### config.mk
export PLATFORM = sky130hd
export DESIGN_NAME = pam_port_a_upper
export DESIGN_NICKNAME = d
export VERILOG_FILES = /design/src/common/pam_pkg.sv /design/src/rtl/pam_sync.sv /design/src/rtl/pam_pin_cell.sv /design/src/rtl/pam_port_a_upper.sv
export VERILOG_INCLUDE_DIRS = /design/src /design/src/common
export SDC_FILE = /design/constraint.sdc
export NUM_CORES = 1
export LEC_CHECK = 0
export BUFFER_PORTS_ARGS = -buffer_cell sky130_fd_sc_hd__buf_2
export CAP_MARGIN = 20
export CORE_UTILIZATION = 46
export DETAILED_ROUTE_END_ITERATION = 7
export GPL_ROUTABILITY_DRIVEN = 0
export PLACE_DENSITY = 0.84
export REMOVE_ABC_BUFFERS = 1
export SLEW_MARGIN = 5
export SYNTH_ARGS = -nofsm -noshare
export SYNTH_HDL_FRONTEND = slang
export SYNTH_SLANG_ARGS = --single-unit
export TNS_END_PERCENT = 5
### constraint.sdc
create_clock -name sys_clk -period 1.9 [get_ports sys_clk]
set_input_delay 0.19 -clock sys_clk [delete_from_list [all_inputs] [get_ports sys_clk]]
set_output_delay 0.19 -clock sys_clk [all_outputs]
set_load 0.02 [all_outputs]
### src/common/pam_port_regs.svh
`ifndef PAM_PORT_REGS_SVH
`define PAM_PORT_REGS_SVH

// ------------------------------------------------------------
// pin positions of the upper port a slice
// ------------------------------------------------------------
`define PAM_PIN_LO 2
`define PAM_PIN_HI 7
`define PAM_A7 7
`define PAM_A6 6
`define PAM_A5 5
`define PAM_A4 4
`define PAM_A3 3
`define PAM_A2 2

// ------------------------------------------------------------
// reset values: drivers off, pull-ups off, no pin change seen
// ------------------------------------------------------------
`define PAM_RST_PINS 6'h00
`define PAM_RST_BIT 1'h0

// ------------------------------------------------------------
// synchroniser depth on pad inputs
// ------------------------------------------------------------
`define PAM_SYNC_STAGES 2

`endif

### src/common/pam_pkg.sv
`default_nettype none

package pam_pkg;

   // role of the spi as seen by the pin overrides
   typedef enum logic [1:0]
   {
      pam_role_off = 2'b00,
      pam_role_slave = 2'b01,
      pam_role_master = 2'b10
   } pam_spi_role_t;

endpackage

`default_nettype wire

### src/rtl/pam_sync.sv
`timescale 1ns/10ps
`default_nettype none

// two-stage synchroniser for asynchronous pad levels
module pam_sync
#(
   parameter int WIDTH = 6
)
(
   // clock and reset
   input wire logic sys_clk,
   input wire logic srst,
   // asynchronous levels in, synchronised levels out
   input wire logic [WIDTH-1:0] async_in,
   output logic [WIDTH-1:0] sync_out
);

   logic [WIDTH-1:0] meta_ff;
   logic [WIDTH-1:0] sync_ff;

   // first stage is read only by the second stage
   always_ff @(posedge sys_clk)
   begin
      if (srst)
      begin
         meta_ff <= '0;
         sync_ff <= '0;
      end
      else
      begin
         meta_ff <= async_in;
         sync_ff <= meta_ff;
      end
   end

   assign sync_out = sync_ff;

endmodule

`default_nettype wire

### src/rtl/pam_pin_cell.sv
`timescale 1ns/10ps
`default_nettype none

// generic override cell for one port pin
module pam_pin_cell
(
   // ordinary port controls
   input wire logic dir_bit,
   input wire logic out_bit,
   input wire logic pud_any,
   // override enables and values
   input wire logic puoe,
   input wire logic puov,
   input wire logic ddoe,
   input wire logic ddov,
   input wire logic pvoe,
   input wire logic pvov,
   // resolved pad controls
   output logic oe,
   output logic val,
   output logic pu
);

   // an override enable hands the control to its value, else the port bits rule
   assign oe = ddoe ? ddov : dir_bit;
   assign val = pvoe ? pvov : out_bit;
   // default pull-up needs input, out bit one and no disable
   assign pu = puoe ? puov : (~dir_bit & out_bit & ~pud_any);

endmodule

`default_nettype wire

### src/rtl/pam_port_a_upper.sv
`timescale 1ns/10ps
`default_nettype none
`include "pam_port_regs.svh"

// Overview of operation
// - reference drives pin a7 only if output enabled and internal reference selected.
// - while reference is output on a7, pull-up and output driver are off.
// - external reference or bypass capacitor use on a7 disables pull-up and driver.
// - spi slave forces pin a6 slave select to input.
// - slave spi is active only while slave select is low; master drives it.
// - spi master leaves a6 direction to its direction bit.
// - forced-input a6 still takes its pull-up from its out bit.
// - spi slave forces pin a5 clock to input.
// - spi master lets a5 direction bit decide if clock is driven.
// - forced-input a5 keeps its pull-up under its out bit.
// - spi slave forces mosi pin to input; master lets direction bit govern.
// - forced-input mosi pin keeps its pull-up under its out bit.
// - three-wire mode leaves the data input pin direction and pull-up alone.
// - timer0 compare output reaches a2 only when its direction bit is output.
// - three-wire mode with spi disabled puts serial data out on a2 when direction is output.
// - three-wire mode with a2 input and out bit one enables its pull-up.
// - spi master forces a2 miso to input.
// - spi slave lets a2 direction bit decide if slave data is driven.
// - forced-input a2 keeps its pull-up under its out bit.
// - each port pin n feeds pin change source n.
// - default pull-up needs input direction, out bit one, pull-up disable clear.
// - global and port-wise pull-up disables are ored before use.
module pam_port_a_upper
(
   // clock and reset
   input wire logic sys_clk,
   input wire logic srst,
   // pad levels, asynchronous
   input wire logic [7:2] pad_in,
   // port register bits
   input wire logic [7:2] pin_direction_bit,
   input wire logic [7:2] pin_output_bit,
   input wire logic global_pullup_disable,
   input wire logic portwise_pullup_disable,
   // reference controls
   input wire logic ref_output_enable,
   input wire logic ref_internal_selected,
   input wire logic external_ref_input,
   input wire logic ref_bypass_only,
   // spi controls and outputs
   input wire logic spi_enable,
   input wire logic spi_master_select,
   input wire logic spi_clock_out,
   input wire logic spi_mosi_out,
   input wire logic spi_miso_out,
   // serial unit and timer
   input wire logic three_wire_mode,
   input wire logic serial_shift_out,
   input wire logic timer0_compare_en,
   input wire logic timer0_compare_out_a,
   // pad controls
   output logic [7:2] pad_out_en,
   output logic [7:2] pad_out_val,
   output logic [7:2] pad_pullup_en,
   // alternate function status
   output logic internal_ref_output,
   output logic spi_slave_active,
   output logic [7:2] pin_change_source
);

   // ---------------------------------------------------------
   // decode of the spi role and pull-up disable
   // ---------------------------------------------------------
   pam_pkg::pam_spi_role_t spi_role;
   logic pud_any;
   logic spi_slave;
   logic spi_master;
   logic [7:2] pad_sync;

   // role follows the enable and master select with no delay
   assign spi_role = !spi_enable ? pam_pkg::pam_role_off :
                     (spi_master_select ? pam_pkg::pam_role_master :
                      pam_pkg::pam_role_slave);
   assign spi_slave = (spi_role == pam_pkg::pam_role_slave);
   assign spi_master = (spi_role == pam_pkg::pam_role_master);
   assign pud_any = global_pullup_disable | portwise_pullup_disable;

   // ---------------------------------------------------------
   // pad input synchroniser
   // ---------------------------------------------------------
   pam_sync
   #(
      .WIDTH(`PAM_PIN_HI - `PAM_PIN_LO + 1)
   )
   u_sync
   (
      .sys_clk(sys_clk),
      .srst(srst),
      .async_in(pad_in),
      .sync_out(pad_sync)
   );

   // ---------------------------------------------------------
   // per-pin override decode
   // ---------------------------------------------------------
   logic [7:2] puoe;
   logic [7:2] puov;
   logic [7:2] ddoe;
   logic [7:2] ddov;
   logic [7:2] pvoe;
   logic [7:2] pvov;
   logic ref_out_on;
   logic a7_analog;
   logic a2_serial;

   // reference only leaves the chip when it is the one in use
   assign ref_out_on = ref_output_enable & ref_internal_selected;
   // any analog reference role parks the digital side of a7
   assign a7_analog = ref_out_on | external_ref_input | ref_bypass_only;
   assign puoe[`PAM_A7] = a7_analog;
   assign puov[`PAM_A7] = `PAM_RST_BIT;
   assign ddoe[`PAM_A7] = a7_analog;
   assign ddov[`PAM_A7] = `PAM_RST_BIT;
   assign pvoe[`PAM_A7] = `PAM_RST_BIT;
   assign pvov[`PAM_A7] = `PAM_RST_BIT;

   // slave select: forced input as slave, pull-up stays with the out bit
   assign ddoe[`PAM_A6] = spi_slave;
   assign ddov[`PAM_A6] = `PAM_RST_BIT;
   assign puoe[`PAM_A6] = spi_slave;
   assign puov[`PAM_A6] = pin_output_bit[`PAM_A6] & ~pud_any;
   assign pvoe[`PAM_A6] = `PAM_RST_BIT;
   assign pvov[`PAM_A6] = `PAM_RST_BIT;

   // spi clock: slave forces input, master drives the clock if dir allows
   assign ddoe[`PAM_A5] = spi_slave;
   assign ddov[`PAM_A5] = `PAM_RST_BIT;
   assign puoe[`PAM_A5] = spi_slave;
   assign puov[`PAM_A5] = pin_output_bit[`PAM_A5] & ~pud_any;
   assign pvoe[`PAM_A5] = spi_master;
   assign pvov[`PAM_A5] = spi_clock_out;

   // mosi: same pattern; three-wire data input adds no override at all
   assign ddoe[`PAM_A4] = spi_slave;
   assign ddov[`PAM_A4] = `PAM_RST_BIT;
   assign puoe[`PAM_A4] = spi_slave;
   assign puov[`PAM_A4] = pin_output_bit[`PAM_A4] & ~pud_any;
   assign pvoe[`PAM_A4] = spi_master;
   assign pvov[`PAM_A4] = spi_mosi_out;

   // a3 carries only analog and interrupt roles here
   assign puoe[`PAM_A3] = `PAM_RST_BIT;
   assign puov[`PAM_A3] = `PAM_RST_BIT;
   assign ddoe[`PAM_A3] = `PAM_RST_BIT;
   assign ddov[`PAM_A3] = `PAM_RST_BIT;
   assign pvoe[`PAM_A3] = `PAM_RST_BIT;
   assign pvov[`PAM_A3] = `PAM_RST_BIT;

   // miso: spi wins over serial data, serial data over timer compare
   assign a2_serial = three_wire_mode & ~spi_enable;
   assign ddoe[`PAM_A2] = spi_master;
   assign ddov[`PAM_A2] = `PAM_RST_BIT;
   assign puoe[`PAM_A2] = spi_master;
   assign puov[`PAM_A2] = pin_output_bit[`PAM_A2] & ~pud_any;
   assign pvoe[`PAM_A2] = spi_slave | a2_serial | timer0_compare_en;
   assign pvov[`PAM_A2] = spi_slave ? spi_miso_out :
                          (a2_serial ? serial_shift_out :
                           timer0_compare_out_a);

   // ---------------------------------------------------------
   // override cells, one per pin
   // ---------------------------------------------------------
   logic [7:2] nxt_pad_out_en;
   logic [7:2] nxt_pad_out_val;
   logic [7:2] nxt_pad_pullup_en;

   // a pin with no override falls back to the ordinary port rules
   genvar gi;
   generate
      for (gi = `PAM_PIN_LO; gi <= `PAM_PIN_HI; gi++)
      begin : g_pin
         pam_pin_cell u_cell
         (
            .dir_bit(pin_direction_bit[gi]),
            .out_bit(pin_output_bit[gi]),
            .pud_any(pud_any),
            .puoe(puoe[gi]),
            .puov(puov[gi]),
            .ddoe(ddoe[gi]),
            .ddov(ddov[gi]),
            .pvoe(pvoe[gi]),
            .pvov(pvov[gi]),
            .oe(nxt_pad_out_en[gi]),
            .val(nxt_pad_out_val[gi]),
            .pu(nxt_pad_pullup_en[gi])
         );
      end
   endgenerate

   // ---------------------------------------------------------
   // status decode
   // ---------------------------------------------------------
   logic nxt_spi_slave_active;

   // slave select is low-active; synchronised copy avoids metastable spi enable
   assign nxt_spi_slave_active = spi_slave & ~pad_sync[`PAM_A6];

   // ---------------------------------------------------------
   // output registers
   // ---------------------------------------------------------
   logic [7:2] pad_out_en_ff;
   logic [7:2] pad_out_val_ff;
   logic [7:2] pad_pullup_en_ff;
   logic internal_ref_output_ff;
   logic spi_slave_active_ff;
   logic [7:2] pin_change_source_ff;

   // one register stage so the pads see glitch-free controls;
   // costs a cycle of latency on every override change
   always_ff @(posedge sys_clk)
   begin
      if (srst)
      begin
         pad_out_en_ff <= `PAM_RST_PINS;
         pad_out_val_ff <= `PAM_RST_PINS;
         pad_pullup_en_ff <= `PAM_RST_PINS;
         internal_ref_output_ff <= `PAM_RST_BIT;
         spi_slave_active_ff <= `PAM_RST_BIT;
         pin_change_source_ff <= `PAM_RST_PINS;
      end
      else
      begin
         pad_out_en_ff <= nxt_pad_out_en;
         pad_out_val_ff <= nxt_pad_out_val;
         pad_pullup_en_ff <= nxt_pad_pullup_en;
         internal_ref_output_ff <= ref_out_on;
         spi_slave_active_ff <= nxt_spi_slave_active;
         pin_change_source_ff <= pad_sync;
      end
   end

   assign pad_out_en = pad_out_en_ff;
   assign pad_out_val = pad_out_val_ff;
   assign pad_pullup_en = pad_pullup_en_ff;
   assign internal_ref_output = internal_ref_output_ff;
   assign spi_slave_active = spi_slave_active_ff;
   assign pin_change_source = pin_change_source_ff;
endmodule

`default_nettype wire

==> metrics <==
run status=completed; count of endpoints failing setup in the final report=0; die area=0.00268 mm^2; clk sink count=38; Clk pin slew, worst setup/hold paths=0.11 ns; top post-synthesis cells by area=sky130_fd_sc_hd__dfxtp_1, sky130_fd_sc_hd__nor2b_1, sky130_fd_sc_hd__a2111oi_2, sky130_fd_sc_hd__nand2_1, sky130_fd_sc_hd__and2_1; post-synth top area cell=sky130_fd_sc_hd__dfxtp_1; final-report hold violation count=0; cell with the biggest individual delay on the critical path=sky130_fd_sc_hd__dfxtp_1; Max VDD drop=0.752 mV; Slowest Stage Delay on Critical Path=0.34 ns; maximum clock insertion buffer count=2; post-synthesis sequential area ratio=0.668; number of global-route vias before repair=809; relative area change from synthesis to final layout=38.0%; Synth top area share=0.668; FF+latch count, synth=38; fmax=0.969 GHz; post-layout minimum cycle time=1.03 ns; Post-Synthesis Mean Instance Area=11.5 um^2; cells along the critical path=buf_2; top library cells by usage in the layout, fill and taps aside=sky130_fd_sc_hd__buf_2, sky130_fd_sc_hd__dfxtp_1, sky130_fd_sc_hd__nor2b_1; required time at the endpoint of the critical path=1.71 ns; post-detail-place hpwl=1640 um; hold buffers post-CTS=0; # H-tree levels=2; Leak Pwr=0.791 nW; post-synthesis instance total=99; Total Negative Setup Slacks=0 ns; Die Y-Extent=51.8 um; fraction of met3 tracks used by global routing=0.0614; Maximum Capacitance Violations=0; maximum number of pins on one net before global-route repair=32; final worst-path cycle share=0.543; Hold Worst Slack=0.0417 ns; nets@finish=198; setup repair after global routing missed its margin=false; final standard cell utilization of the core=0.690; source-to-sink clock delay at the later pin of the worst-skew pair=0.34 ns; number of top-level pins=61; met1 routing resource usage after global routing=0.185; DRT antenna net count=0; power per standard cell area=1070 mW/mm^2; initial core utilization=0.500; maximum fanout along the worst path=1; total clock buffers created by CTS=5; number of vias after detailed routing=891; transition time of the tightest slew-check pin=0.539 ns; antenna violations before repair=0; critical path capture point type=primary output; netlist area before placement=0.00114 mm^2; buffers and inverters on the worst path=1; met2 global-route usage=0.303; clock tree skew after final layout=0.00429 ns; DIE WIDTH=51.8 um; 1st-pass router iterations=4; setup bufs post-CTS=0; CTS tree=built; sum of overflow across all layers after global routing=0; number of placement rows=17; Worst setup SP type=flop; final max-slew violation count=0; per-cell routed wire length=11.3 um; Slew headroom=0.641; global-route wire length before repair=3390 um; Synthesis Warnings=0; diode insertion count for antenna repair=0; placeable core region=0.00228 mm^2; most common cell after layout, fill and taps aside=sky130_fd_sc_hd__buf_2; critical path class=flop to primary output; kind of cell with the highest combined delay on the critical path=flip-flops; Post-Route WL=2180 um; data arrival time of the worst path=0.84 ns; GRT busiest layer=met2; fraction of final layout cells with drive strength greater than 1=0.439; number of distinct library cells after synthesis=19; Hold Path Class=primary input to flop; I/O Buffers=60; cells resized by post-CTS repair=0; DR vias/cell=4.64; overall fraction of global-route tracks in use=0.187; violation count after the first detailed-routing iteration=21; drt drc=0; cell chosen for the clock root=sky130_fd_sc_hd__clkbuf_4
power by group:
group,total [W],switching (W),internal (W)
registers,0.000837,0.00000769,0.000829
clock network,0.000704,0.000258,0.000446
logic,0.000140,0.0000769,0.0000636
total,0.00168,0.000343,0.00134
stage by stage:
stage	worst slack (ns)	area, um^2	power (W)	std cells
2_1_floorplan	1.05	1120	0.000920	96
3_3_place_gp	0.833	1460	0.000992	184
3_5_place_dp	0.803	1460	0.000997	184
4_1_cts	0.851	1570	0.00170	192
5_1_grt	0.831	1570	0.00174	192
6_report	0.868	1570	0.00168	192
routing by layer:
layer  routed length, um  vias up
met4                 105        0
li1                    -      449
met5                   0        -
met2                1100       30
met3                 120       11
met1                 847      401
flip-flops by register name, indices dropped and copies added, names as in the netlist:
signal and flops:
u_sync.sync_out 6, u_sync.meta_ff 6, internal_ref_output 1, pin_change_source 6, pad_pullup_en 6, pad_out_val 6, pad_out_en 6, spi_slave_active 1
Yosys cell counts, drive strengths merged:
cell type	count
clkbuf	1
and4b	1
nand2	8
a21oi	2
or2	1
nor2	4
nor3	2
and2	4
and3	4
a221oi	1
nor3b	1
a2111oi	2
nand2b	1
nand3	2
buf	2
and3b	1
dfxtp	38
nor2b	24
worst paths after layout:
| check | startpoint | end | slack, ns | cells past startpoint |
|---|---|---|---|---|
| worst max-delay path | pad_out_val[4] | pad_out_val[4] | 0.87 | 1 |
| worst min-delay path | pad_in[4] | u_sync.meta_ff[2] | 0.04 | 2 |
| worst max register to register | u_sync.meta_ff[4] | u_sync.sync_out[4] | 1.32 | 1 |
| worst min register to register | u_sync.sync_out[4] | spi_slave_active | 0.42 | 1 |
kinds of logic (layout without fill, tap and decap cells):
group	after synthesis	after routing	share of synthesized area
AND/OR/NAND/NOR	53	53	0.271
AO/OA/AOI/OAI	5	5	0.0483
flip-flops	38	38	0.668
buffers and inverters	3	68	0.0121
cell type report:
class	instances	area [um^2]
clock buffer	6	51.3
clock inverter	2	60.1
fill	172	704
multi-input combinational	58	364
sequential	38	761
tap	28	35.0
timing repair buffer	60	300
(Power assumes the default switching activity.)
